### config.mk
export PLATFORM = sky130hd
export DESIGN_NAME = cce_clock_ctrl
export DESIGN_NICKNAME = d
export VERILOG_FILES = /design/src/include/cce_pkg.sv /design/src/design/cce_clock_ctrl.sv
export SDC_FILE = /design/constraint.sdc
export NUM_CORES = 1
export LEC_CHECK = 0
export ABC_AREA = 1
export BUFFER_PORTS_ARGS = -buffer_cell sky130_fd_sc_hd__clkbuf_2
export CAP_MARGIN = 10
export CORE_UTILIZATION = 46
export CTS_BUF_LIST = sky130_fd_sc_hd__clkbuf_16
export CTS_CLUSTER_SIZE = 10
export DETAILED_ROUTE_END_ITERATION = 12
export PLACE_DENSITY = 0.82
export SYNTH_ARGS = -nofsm -noshare
export SYNTH_HDL_FRONTEND = slang
export SYNTH_SLANG_ARGS = --single-unit
### constraint.sdc
create_clock -name i_sys_clk -period 2.6 [get_ports i_sys_clk]
set_input_delay 0.26 -clock i_sys_clk [delete_from_list [all_inputs] [get_ports i_sys_clk]]
set_output_delay 0.26 -clock i_sys_clk [all_outputs]
set_load 0.05 [all_outputs]
### src/include/cce_pkg.sv
// package for the codec clock enable control block
package cce_pkg;
	localparam int CLK_PERIOD_NS = 10;
	localparam int FLT_TIME_NS = 50;
	// least time, rounded up to whole cycles
	localparam int FLT_CYC =
		(FLT_TIME_NS + CLK_PERIOD_NS - 1) / CLK_PERIOD_NS;
	localparam logic [2:0] FLT_LAST = 3'(FLT_CYC - 1);

	localparam int CLK_CTRL_IDX = 0;
	localparam int PLL_STAT_IDX = 6;
	localparam logic [9:0] CLK_CTRL_ADDR = 10'(CLK_CTRL_IDX * 4);
	localparam logic [9:0] PLL_STAT_ADDR = 10'(PLL_STAT_IDX * 4);

	localparam int BIT_PLL_EN = 7;
	localparam int BIT_FLT_BYP = 5;
	localparam int BIT_CRYSTAL_OSC_DISABLE = 4;
	localparam int BIT_CLK_SEL = 3;
	localparam int BIT_CDIV = 2;
	localparam int BIT_MDIV = 1;
	localparam int BIT_GATE_EN = 0;
	localparam int BIT_LOCK = 0;

	localparam logic [7:0] CLK_CTRL_RESET = 8'h00;
	// bit 6 is reserved: never stored, reads zero
	localparam logic [7:0] CLK_CTRL_WMASK = 8'hBF;
	localparam logic FLT_IDLE = 1'b1;

	typedef enum logic {
		BP_ACK = 1'b0,
		BP_WAIT = 1'b1
	} cce_phase_e;

	typedef struct packed {
		logic sel;
		logic cdiv;
		logic mdiv;
		logic gate;
	} cce_cfg_s;

	typedef struct packed {
		logic lvl;
		logic [2:0] cnt;
	} cce_flt_s;

	typedef struct packed {
		logic [7:0] ctrl;
		cce_phase_e phase;
		logic [31:0] rdata;
		logic src_q;
		cce_cfg_s cfg;
		logic core_clk;
		logic mclk;
		logic pll_act;
		logic gen_wr;
		logic param_wr;
		cce_flt_s sda;
		cce_flt_s scl;
	} cce_state_s;

	localparam cce_cfg_s CFG_RESET = '{sel: 1'b0, cdiv: 1'b0,
		mdiv: 1'b0, gate: 1'b0};
	localparam cce_flt_s FLT_RESET = '{lvl: FLT_IDLE, cnt: 3'h0};
endpackage : cce_pkg

### src/design/cce_clock_ctrl.sv
// clock enable, source select, dividers and write gating of the codec
`timescale 1ns/10ps
`default_nettype none

module cce_clock_ctrl
	import cce_pkg::*;
(
	input wire logic i_sys_clk,
	input wire logic i_srst,
	input wire logic [9:0] i_avs_address,
	input wire logic i_avs_read,
	input wire logic i_avs_write,
	input wire logic [31:0] i_avs_writedata,
	input wire logic [3:0] i_avs_byteenable,
	output logic [31:0] o_avs_readdata,
	output logic o_avs_waitrequest,
	input wire logic i_ext_clk,
	input wire logic i_pll_clk,
	input wire logic i_pll_lock,
	input wire logic i_spi_mode,
	input wire logic i_dsp_clk_en,
	input wire logic i_sda,
	input wire logic i_scl,
	output logic o_sda_filt,
	output logic o_scl_filt,
	output logic o_pll_power_en,
	output logic o_pll_clk_active,
	output logic o_xtal_disable,
	output logic o_core_clk,
	output logic o_mclk,
	output logic o_gen_wr_en,
	output logic o_param_wr_en
);

	cce_state_s s;
	cce_state_s next_s;

	logic req;
	logic commit;
	logic flt_byp;
	logic pll_g;
	logic src;
	logic rise;
	logic cfg_safe;

	function automatic cce_flt_s flt_step(cce_flt_s f, logic din,
		logic byp);
		cce_flt_s r;
		r = f;
		if (byp) begin
			r.lvl = din;
			r.cnt = 3'h0;
		end else if (din == f.lvl) begin
			r.cnt = 3'h0;
		end else if (f.cnt == FLT_LAST) begin
			r.lvl = din;
			r.cnt = 3'h0;
		end else begin
			r.cnt = f.cnt + 3'h1;
		end
		return r;
	endfunction : flt_step

	function automatic logic div_step(logic q, logic div1, logic sq,
		logic rs);
		logic r;
		r = div1 ? sq : (q ^ rs);
		return r;
	endfunction : div_step

	assign req = i_avs_read | i_avs_write;
	assign commit = req & (s.phase == BP_ACK);
	assign flt_byp = s.ctrl[BIT_FLT_BYP] | i_spi_mode;
	assign pll_g = i_pll_clk & s.pll_act;
	assign src = s.cfg.sel ? pll_g : i_ext_clk;
	assign rise = src & ~s.src_q;
	// switch only while the live source and both outputs are low;
	// watching the idle source too could lock out a switch forever
	assign cfg_safe = ~src & ~s.core_clk & ~s.mclk;

	always_comb begin
		next_s = s;
		// one wait cycle, then a single acknowledge cycle
		next_s.phase = (req && s.phase == BP_WAIT) ? BP_ACK : BP_WAIT;
		if (req && s.phase == BP_WAIT && i_avs_read) begin
			next_s.rdata = 32'h0000_0000;
			if (i_avs_address == CLK_CTRL_ADDR) begin
				next_s.rdata[7:0] = s.ctrl;
			end else if (i_avs_address == PLL_STAT_ADDR) begin
				next_s.rdata[BIT_LOCK] = i_pll_lock;
			end
		end
		// this register always writable, also with the gate off
		if (commit && i_avs_write && i_avs_byteenable[0] &&
			i_avs_address == CLK_CTRL_ADDR) begin
			next_s.ctrl = i_avs_writedata[7:0] & CLK_CTRL_WMASK;
		end
		next_s.pll_act = next_s.ctrl[BIT_PLL_EN] &
			next_s.ctrl[BIT_GATE_EN];
		next_s.gen_wr = next_s.ctrl[BIT_GATE_EN];
		next_s.param_wr = next_s.ctrl[BIT_GATE_EN] & i_dsp_clk_en;
		next_s.sda = flt_step(s.sda, i_sda, flt_byp);
		next_s.scl = flt_step(s.scl, i_scl, flt_byp);
		next_s.src_q = src;
		if (s.cfg.gate) begin
			next_s.core_clk = div_step(s.core_clk, s.cfg.cdiv,
				src, rise);
			next_s.mclk = div_step(s.mclk, s.cfg.mdiv,
				src, rise);
		end else begin
			next_s.core_clk = 1'b0;
			next_s.mclk = 1'b0;
		end
		// a source stuck high delays the switch until it falls
		if (cfg_safe) begin
			next_s.cfg.sel = s.ctrl[BIT_CLK_SEL];
			next_s.cfg.cdiv = s.ctrl[BIT_CDIV];
			next_s.cfg.mdiv = s.ctrl[BIT_MDIV];
			next_s.cfg.gate = s.ctrl[BIT_GATE_EN];
			next_s.src_q = 1'b0;
		end
	end

	always_ff @(posedge i_sys_clk) begin
		if (i_srst) begin
			s.ctrl <= CLK_CTRL_RESET;
			s.phase <= BP_WAIT;
			s.rdata <= 32'h0000_0000;
			s.src_q <= 1'b0;
			s.cfg <= CFG_RESET;
			s.core_clk <= 1'b0;
			s.mclk <= 1'b0;
			s.pll_act <= 1'b0;
			s.gen_wr <= 1'b0;
			s.param_wr <= 1'b0;
			s.sda <= FLT_RESET;
			s.scl <= FLT_RESET;
		end else begin
			s <= next_s;
		end
	end

	assign o_avs_readdata = s.rdata;
	assign o_avs_waitrequest = s.phase;
	assign o_sda_filt = s.sda.lvl;
	assign o_scl_filt = s.scl.lvl;
	assign o_pll_power_en = s.ctrl[BIT_PLL_EN];
	assign o_pll_clk_active = s.pll_act;
	assign o_xtal_disable = s.ctrl[BIT_CRYSTAL_OSC_DISABLE];
	assign o_core_clk = s.core_clk;
	assign o_mclk = s.mclk;
	assign o_gen_wr_en = s.gen_wr;
	assign o_param_wr_en = s.param_wr;

	logic wr_ctrl;
	assign wr_ctrl = commit & i_avs_write & i_avs_byteenable[0] &
		(i_avs_address == CLK_CTRL_ADDR);

	chk_pll_power_off: assert property (@(posedge i_sys_clk)
		disable iff (i_srst)
		wr_ctrl && !i_avs_writedata[BIT_PLL_EN]
		|=> !o_pll_power_en && !o_pll_clk_active)
		else $error("pll stays powered after enable cleared");

	chk_pll_clk_gate: assert property (@(posedge i_sys_clk)
		disable iff (i_srst)
		o_pll_clk_active
		|-> o_pll_power_en && s.ctrl[BIT_GATE_EN])
		else $error("pll clock active without both enables");

	chk_filter_hold: assert property (@(posedge i_sys_clk)
		disable iff (i_srst)
		$changed(o_sda_filt) && !$past(flt_byp)
		|-> $past(i_sda, 1) == o_sda_filt &&
			$past(i_sda, 5) == o_sda_filt)
		else $error("filter passed a short spike");

	chk_filter_bypass: assert property (@(posedge i_sys_clk)
		disable iff (i_srst)
		i_spi_mode |=> o_scl_filt == $past(i_scl))
		else $error("filter not bypassed in four-wire mode");

	chk_src_ext: assert property (@(posedge i_sys_clk)
		disable iff (i_srst)
		s.cfg.gate && !s.cfg.sel && s.cfg.cdiv && !cfg_safe
		|=> o_core_clk == $past(i_ext_clk, 1))
		else $error("core clock not following external pin");

	chk_core_div2: assert property (@(posedge i_sys_clk)
		disable iff (i_srst)
		s.cfg.gate && !s.cfg.cdiv && rise
		|=> o_core_clk != $past(o_core_clk))
		else $error("core divide by two missed an edge");

	chk_mclk_div2: assert property (@(posedge i_sys_clk)
		disable iff (i_srst)
		s.cfg.gate && !s.cfg.mdiv && !rise
		|=> $stable(o_mclk))
		else $error("master clock toggled without source edge");

	chk_wr_gate: assert property (@(posedge i_sys_clk)
		disable iff (i_srst)
		wr_ctrl && !i_avs_writedata[BIT_GATE_EN]
		|=> !o_gen_wr_en && !o_param_wr_en)
		else $error("writes allowed with main clock gate off");

	chk_param_gate: assert property (@(posedge i_sys_clk)
		disable iff (i_srst)
		o_param_wr_en |-> o_gen_wr_en && $past(i_dsp_clk_en))
		else $error("parameter write allowed before core enable");

	chk_lock_read: assert property (@(posedge i_sys_clk)
		disable iff (i_srst)
		i_avs_read && s.phase == BP_WAIT &&
		i_avs_address == PLL_STAT_ADDR
		|=> !o_avs_waitrequest &&
			o_avs_readdata == {31'h0000_0000, $past(i_pll_lock)})
		else $error("lock flag read back wrong");

	chk_no_runt: assert property (@(posedge i_sys_clk)
		disable iff (i_srst)
		$changed(s.cfg) |-> !o_core_clk && !o_mclk)
		else $error("clock config switched while a clock was high");

	cov_ctrl_write: cover property (@(posedge i_sys_clk)
		disable iff (i_srst) wr_ctrl);
	cov_lock_read: cover property (@(posedge i_sys_clk)
		disable iff (i_srst)
		commit && i_avs_read && i_avs_address == PLL_STAT_ADDR);
	cov_pll_src: cover property (@(posedge i_sys_clk)
		disable iff (i_srst) s.cfg.sel && $rose(o_core_clk));
	cov_filter_flip: cover property (@(posedge i_sys_clk)
		disable iff (i_srst) !flt_byp && $changed(o_sda_filt));

endmodule : cce_clock_ctrl

`default_nettype wire

==> reports/qor.yml, run 1 <==
status: "finished, final reports clean"
fill_cells: 349
seqPwrFrac_pct: 41.1
synthArstFlopShare_pct: 0
synth_xor_xnor_area_share_pct: 1.05
cts_root_buf: "clkbuf_16"
ys_seq_area_share_pct: 38.5
die_h_um: 62.1
crit_path_max_fanout: 14
critPathKind: "reg -> reg"
avgSynthCellArea_um2: 7.11
cp.buffers_inverters: 0
grt-ovfl-total: 0
grt_usage_pct: 16.4
leakage_nw: 0.993
report.power.total_mw: 1.26
post-route-period-util_pct: 54.4
drt_first_pass_iters: 5
worstPathArrival_ns: 1.61
powerDensity_nw_per_um2: 660
path_delay_family: "simple AND/OR/NAND/NOR gates"
cts_buffer_depth: 2
synth_top_family_by_area: "buffers and inverters"
rsz0062_at_grt: "false"
grt_pass1_vias: 1194
crit_chain: "o21ai_0 > nor2_1 > o21ai_0 > a21oi_1"
synth.cell_area_um2: 1660
p_switching_mw: 0.367
ir_drop_mv: 0.479
min_path_type: "in -> reg"
initialDrtViolationCount: 70
ios: 99
mostFrequentLayoutCells: "clkbuf_2, nand2_1, inv_1"
final_nets: 335
place.gp.congestion: 0.719
drive_gt1_share_pct: 20.7
crit_required_ns: 2.80
dp_hpwl_um: 2230
swShare_pct: 29.2
vias_per_cell: 4.30
worstMarginPinSlew_ns: 0.738
cp.depth: 4
final_common_cell: "clkbuf_2"
pwr-share-comb_pct: 16.3
clkPwrFrac_pct: 42.6
clock_latency_ns: 0.27
ff2ff_path_depth: 4
setup_viol: 0
ctsResizeCount: 0
relSlewSlack_pct: 50.6
grt_start_max_net_pins: 19
min_path_cells: 3
start_util_pct: 49.1
netlist_instances: 234
cts_sinks: 32
ys_warn_count: 0
synth-edff-count: 0
grt_pass1_wl_um: 4900
cts_buffers: 5
n_antenna_cell: 0
synth.area.mux_share_pct: 0
max-cap-violations: 0
synth-simple-area-share_pct: 23.0
cpMaxStageDelayCell: "nor2_1"
skew_ns: 0.00245
dr_total_vias: 1380
routedWlPerCell_um: 9.01
crit_top_cell: "o21ai_0"
wirelength_um: 2890
ys.flop_type: "dfxtp_1"
port_buffers: 45
holdBufCountCts: 0
route.detailed.drc: 0
synthAdderAreaFrac_pct: 3.01
dieArea_um2: 3860
cts_tree: "done"
antenna_left: 0
finalMaxSlewViolations: 0
hold_viol: 0
synth_compound_area_share_pct: 9.18
h-tree-depth: 2
synth.distinct_cells: 22
max_freq_mhz: 707
synthToLayoutAreaGrowth_pct: 14.4
rows: 21
intPower_mw: 0.890
cts_setup_buffers: 0
slowest_delay_ns: 0.58
antenna_found_initial: 0
worstSetupEndpointType: "register"
die_x_um: 62.1
area.sequential_um2: 641
multi_input_area_um2: 697
period_needed_ns: 1.41
coreArea_um2: 3390
finalSetupTns_ns: 0
startpoint_type: "register"
clk_pin_slew_ns: 0.05
ys_ff_latch: 32
-- cell type report --
type / instances / area share (%)
Inverter: 39 / 7.69
Multi-Input combinational cell: 151 / 36.6
Tap cell: 46 / 3.02
Clock inverter: 3 / 0.592
Timing Repair Buffer: 45 / 11.8
Sequential cell: 32 / 33.7
Clock buffer: 5 / 6.57
-- through the flow --
| stage | util (%) | setup slack (ns) | hold slack [ns] | instances | instance area, µm² |
|---|---|---|---|---|---|
| global route | 56.1 | 0.929 | 0.216 | 321 | 1900 |
| floorplan | - | 1.11 | 0.386 | 258 | 1750 |
| global placement | 52.1 | 1.20 | 0.429 | 313 | 1770 |
| detailed placement | 52.1 | 1.16 | 0.438 | 313 | 1770 |
| finish | 56.1 | 1.19 | 0.211 | 321 | 1900 |
| CTS | 56.1 | 1.17 | 0.205 | 321 | 1900 |
-- sequential cells by signal (all words and copies together), names as in the netlist --
| register | cells |
|---|---|
| o_avs_readdata | 7 |
| s | 16 |
| o_mclk | 1 |
| o_sda_filt | 1 |
| o_avs_waitrequest | 1 |
| o_pll_power_en | 1 |
| o_pll_clk_active | 1 |
| o_param_wr_en | 1 |
| o_xtal_disable | 1 |
| o_scl_filt | 1 |
| o_core_clk | 1 |
-- kinds of logic (layout without fill, tap and decap cells) --
kind of cell             count (synthesis)  count (layout)
other                                    1              25
flip-flops                              32              32
adder cells (fa/ha/maj)                  4               4
buffers and inverters                   75              92
AND/OR/NAND/NOR                         91              91
AO/OA/AOI/OAI                           29              29
XOR/XNOR                                 2               2
-- layer usage --
metal / share of wire (%) / routed length, µm / GRT usage [%] / vias to the layer above
met2: 49 / 1430 / 27.3 / 45
li1: - / - / - / 731
met3: 6.8 / 198 / 7.17 / 5
met5: 0 / 0 / 0 / -
met4: 1.6 / 47 / 8.43 / 0
met1: 42 / 1220 / 17.4 / 599
-- synthesized netlist by cell type, types with 2 or more instances --
cell type / number / area share [%]
buf_2: 2 / 0.60
dfxtp_1: 32 / 39
xnor2_1: 2 / 1.1
nand4_1: 4 / 1.5
nand2_1: 42 / 9.5
buf_4: 33 / 15
a211o_1: 2 / 1.1
inv_1: 37 / 8.4
inv_2: 2 / 0.45
a21oi_1: 11 / 3.3
nor2_1: 34 / 7.7
o21ai_0: 15 / 4.5
nand3_1: 6 / 1.8
ha_1: 4 / 3.0
-- tightest hold or removal path: stages --
cell and delay [ns]:
clkbuf_2 0.08, nor2_1 0.03, nor2_1 0.08
-- power groups by stage --
stage	logic [mW]	registers (mW)	clock network, mW
after floorplan	0.194	0.536	0
after detailed placement	0.205	0.526	0
after CTS	0.205	0.516	0.554
after global routing	0.220	0.518	0.579
final	0.204	0.516	0.536
after global placement	0.202	0.525	0
-- worst paths after layout --
check                                             startpoint                        endpoint  slack (ns)
worst max register to register  o_avs_waitrequest$_SDFF_PP1_  o_avs_readdata[3]$_SDFFE_PP0P_        1.19
worst min-delay path                      i_avs_writedata[4]     o_xtal_disable$_SDFFE_PP0N_        0.21
worst max-delay path            o_avs_waitrequest$_SDFF_PP1_  o_avs_readdata[3]$_SDFFE_PP0P_        1.19
worst min register to register               s[4]$_SDFF_PP0_                 s[4]$_SDFF_PP0_        0.44
(Power assumes the default switching activity.)
==> run 2, diff against run 1 <==
--- a/config.mk
+++ b/config.mk
@@ -5,14 +5,14 @@
 export SDC_FILE = /design/constraint.sdc
 export NUM_CORES = 1
 export LEC_CHECK = 0
-export ABC_AREA = 1
+export ABC_AREA = 0
 export BUFFER_PORTS_ARGS = -buffer_cell sky130_fd_sc_hd__clkbuf_2
 export CAP_MARGIN = 10
-export CORE_UTILIZATION = 46
+export CORE_UTILIZATION = 39
 export CTS_BUF_LIST = sky130_fd_sc_hd__clkbuf_16
 export CTS_CLUSTER_SIZE = 10
 export DETAILED_ROUTE_END_ITERATION = 12
-export PLACE_DENSITY = 0.82
+export PLACE_DENSITY = 0.74
 export SYNTH_ARGS = -nofsm -noshare
 export SYNTH_HDL_FRONTEND = slang
 export SYNTH_SLANG_ARGS = --single-unit
==> constraint.sdc (replaced) <==
create_clock -name i_sys_clk -period 1.3 [get_ports i_sys_clk]
set_input_delay 0.13 -clock i_sys_clk [delete_from_list [all_inputs] [get_ports i_sys_clk]]
set_output_delay 0.13 -clock i_sys_clk [all_outputs]
set_load 0.05 [all_outputs]
==> reports/qor.yml, run 2 <==
crit_chain: "inv_2 > ha_4 > a211o_1 > or3_4 > nor2_2"
avgSynthCellArea_um2: 9.05  # +27%
setup_viol: 2  # +2
powerDensity_nw_per_um2: 1320  # +100%
min_path_type: "in -> reg"
synthAdderAreaFrac_pct: 3.07  # +0.062 points
fin_ws_ns: -0.0251  # -1.21 ns
max_freq_mhz: 755  # +6.8%
synth_compound_area_share_pct: 7.99  # -1.2 points
slowest_delay_ns: 0.35  # -0.23 ns
max-cap-violations: 0  # unchanged
synth_xor_xnor_area_share_pct: 2.15  # +1.1 points
routedWlPerCell_um: 11.5  # +27%
synth.cell_area_um2: 1630  # -2.0%
worstPathArrival_ns: 1.54  # -0.07 ns
cts_root_buf: "clkbuf_16"
coreArea_um2: 4000  # +18%
synthArstFlopShare_pct: 0  # unchanged
synthToLayoutAreaGrowth_pct: 25.0
route.detailed.drc: 2  # +2
critPathKind: "reg -> reg"
dpl_cell_area_um2: 1840  # +4.0%
final_nets: 291  # -13%
clk_pin_slew_ns: 0.05  # about the same
rsz0062_at_grt: "true"
grt_pass1_wl_um: 5440  # +11%
place.gp.congestion: 0.871  # +21%
rows: 23  # +9.5%
yosys.area.top_type: "dfxtp_1"
grt_usage_pct: 17.3  # +0.90 points
antenna_left: 0  # unchanged
worstSetupEndpointType: "register"
ios: 99  # unchanged
cts_tree: "done"
fill_cells: 389  # +11%
cts_buffer_depth: 2  # unchanged
cpMaxStageDelayCell: "or3_4"
preCtsSetupSlack_ns: -0.0212  # -1.18 ns
dr_total_vias: 1289  # -6.6%
cts_setup_buffers: 0  # unchanged
mostFrequentLayoutCells: "clkbuf_2, nand2_1, dfxtp_1"
antenna_found_initial: 0  # unchanged
violations: "design-rule violations, negative setup slack"
largest_register_ffs: 16  # unchanged
synthTopCellsByArea: "dfxtp_1, buf_4, mux2i_1"
ys_warn_count: 0  # unchanged
synth.area.mux_share_pct: 9.22  # +9.2 points
grt_start_max_net_pins: 26  # +7
synth.distinct_cells: 30  # +36%
area.sequential_um2: 648  # +1.2%
fin_area_um2: 2040  # +7.0%
synth_common_cells: "buf_4, dfxtp_1, nand2_1"
ys_ff_latch: 32  # unchanged
cts_sinks: 32  # unchanged
startpoint_type: "register"
dp_hpwl_um: 2420  # +8.9%
crit_required_ns: 1.51  # -1.29 ns
grt-ovfl-total: 0  # unchanged
n_antenna_cell: 0  # unchanged
skew_ns: 0.00538  # +0.00293 ns
synth_top_family_by_area: "simple AND/OR/NAND/NOR gates"
finalMaxSlewViolations: 0  # unchanged
cts_buffers: 5  # unchanged
ys_seq_area_share_pct: 39.3  # +0.80 points
dieArea_um2: 4440  # +15%
drive_gt1_share_pct: 37.2  # +17 points
final_common_cell: "clkbuf_2"
synth-edff-count: 0  # unchanged
multi_input_area_um2: 831  # +19%
synth-simple-area-share_pct: 20.3  # -2.7 points
port_buffers: 45  # unchanged
leakage_nw: 0.893  # -10%
top_register: "s"
h-tree-depth: 2  # unchanged
netlist_instances: 180  # -23%
status: "finished with violations"
ys.flop_type: "dfxtp_1"
period_needed_ns: 1.33  # -0.0894 ns
crit_path_max_fanout: 3  # -11
initialDrtViolationCount: 77  # +10%
clock_latency_ns: 0.28  # about the same
die_x_um: 66.6  # +7.3%
die_h_um: 66.6  # +7.3%
synth_top_area_share_pct: 39.3  # +0.80 points
grt_pass1_vias: 1254  # +5.0%
ir_drop_mv: 0.573  # +20%
hold_viol: 0  # unchanged
wirelength_um: 3230  # +12%
start_util_pct: 40.7  # -8.3 points
drt_first_pass_iters: 8  # +3
post-route-period-util_pct: 102  # +48 points
vias_per_cell: 4.59  # +6.7%
run 2: cell count changes after synthesis, moves of 4 or more:
| cell | change |
|---|---|
| o21ai_0 | -15 |
| a21oi_1 | -4 |
| mux2i_1 | +15 |
| inv_1 | -31 |
| nand2_1 | -10 |
| nor2_1 | -27 |
run 2: worst paths after layout:
| path | start | endpoint | slack [ns] | cells after the start |
|---|---|---|---|---|
| worst max-delay path | s[0]$_SDFF_PP0_ | s[1]$_SDFF_PP0_ | -0.03 | 5 |
| worst min-delay path | i_avs_write | o_avs_waitrequest$_SDFF_PP1_ | 0.08 | 2 |
| worst max register to register | s[0]$_SDFF_PP0_ | s[1]$_SDFF_PP0_ | -0.03 | 5 |
| worst min register to register | o_avs_readdata[7]$_SDFFE_PP0P_ | o_avs_readdata[7]$_SDFFE_PP0P_ | 0.45 | 2 |
run 2: where the power goes:
part | switching, mW | leakage (nW) | internal, mW | total [mW]
Clock | 0.427 | 0.0798 | 0.898 | 1.33
Sequential | 0.00952 | 0.261 | 0.996 | 1.01
Combinational | 0.272 | 0.552 | 0.0889 | 0.361
Total | 0.709 | 0.893 | 1.98 | 2.69
run 2: layout make-up:
class                      instances  area share [%]
multi-input combinational        129            40.8
sequential                        32            31.8
timing repair buffer              55            14.8
clock buffer                       5            6.15
tap                               50            3.07
clock inverter                     3            2.09
inverter                           7            1.29
run 2: logic make-up after synthesis:
group,Yosys count
buffers and inverters,43
AOI/OAI and AO/OA,18
DFF,32
adders and majority gates,4
and+or+nand+nor,63
other,1
xor gates and xnor gates,4
muxes,15
run 2: routing by layer:
layer  routed length, µm  vias to the layer above  track usage (%)  part of all wire [%]
met5                   0                        -                0                     0
met4                  65                        0             7.98                   2.0
met3                 220                        6             7.02                   6.8
met2                1500                       49             28.2                    46
met1                1440                      580             19.4                    45
li1                    -                      654                -                     -
run 2: through the flow:
step | total power, mW | hold WS, ns | TNS (ns) | util, % | cells
after floorplan | 1.34 | 0.238 | -0.000204 | - | 204
after global placement | 1.37 | 0.367 | 0 | 45.9 | 273
after detailed placement | 1.38 | 0.362 | -0.0618 | 45.9 | 273
after CTS | 2.71 | 0.0678 | -0.0270 | 50.2 | 281
after global routing | 2.79 | 0.0984 | -0.437 | 50.9 | 281
final | 2.69 | 0.0768 | -0.0374 | 50.9 | 281
run 2: worst max-delay path, delay by kind of cell, from the launching register on:
kind	cells	cell delay (ns)
DFF	1	0.33
AOI/OAI and AO/OA	1	0.26
adders and majority gates	1	0.15
and+or+nand+nor	2	0.46
buffers and inverters	1	0.05
run 2: timing repair:
| action | 4_1_cts | 5_1_grt |
|---|---|---|
| setup endpoints to repair | 6 | 17 |
| hold buffers | 0 | 0 |
| gates resized for setup | 4 | 8 |
| pin swaps | 4 | 2 |
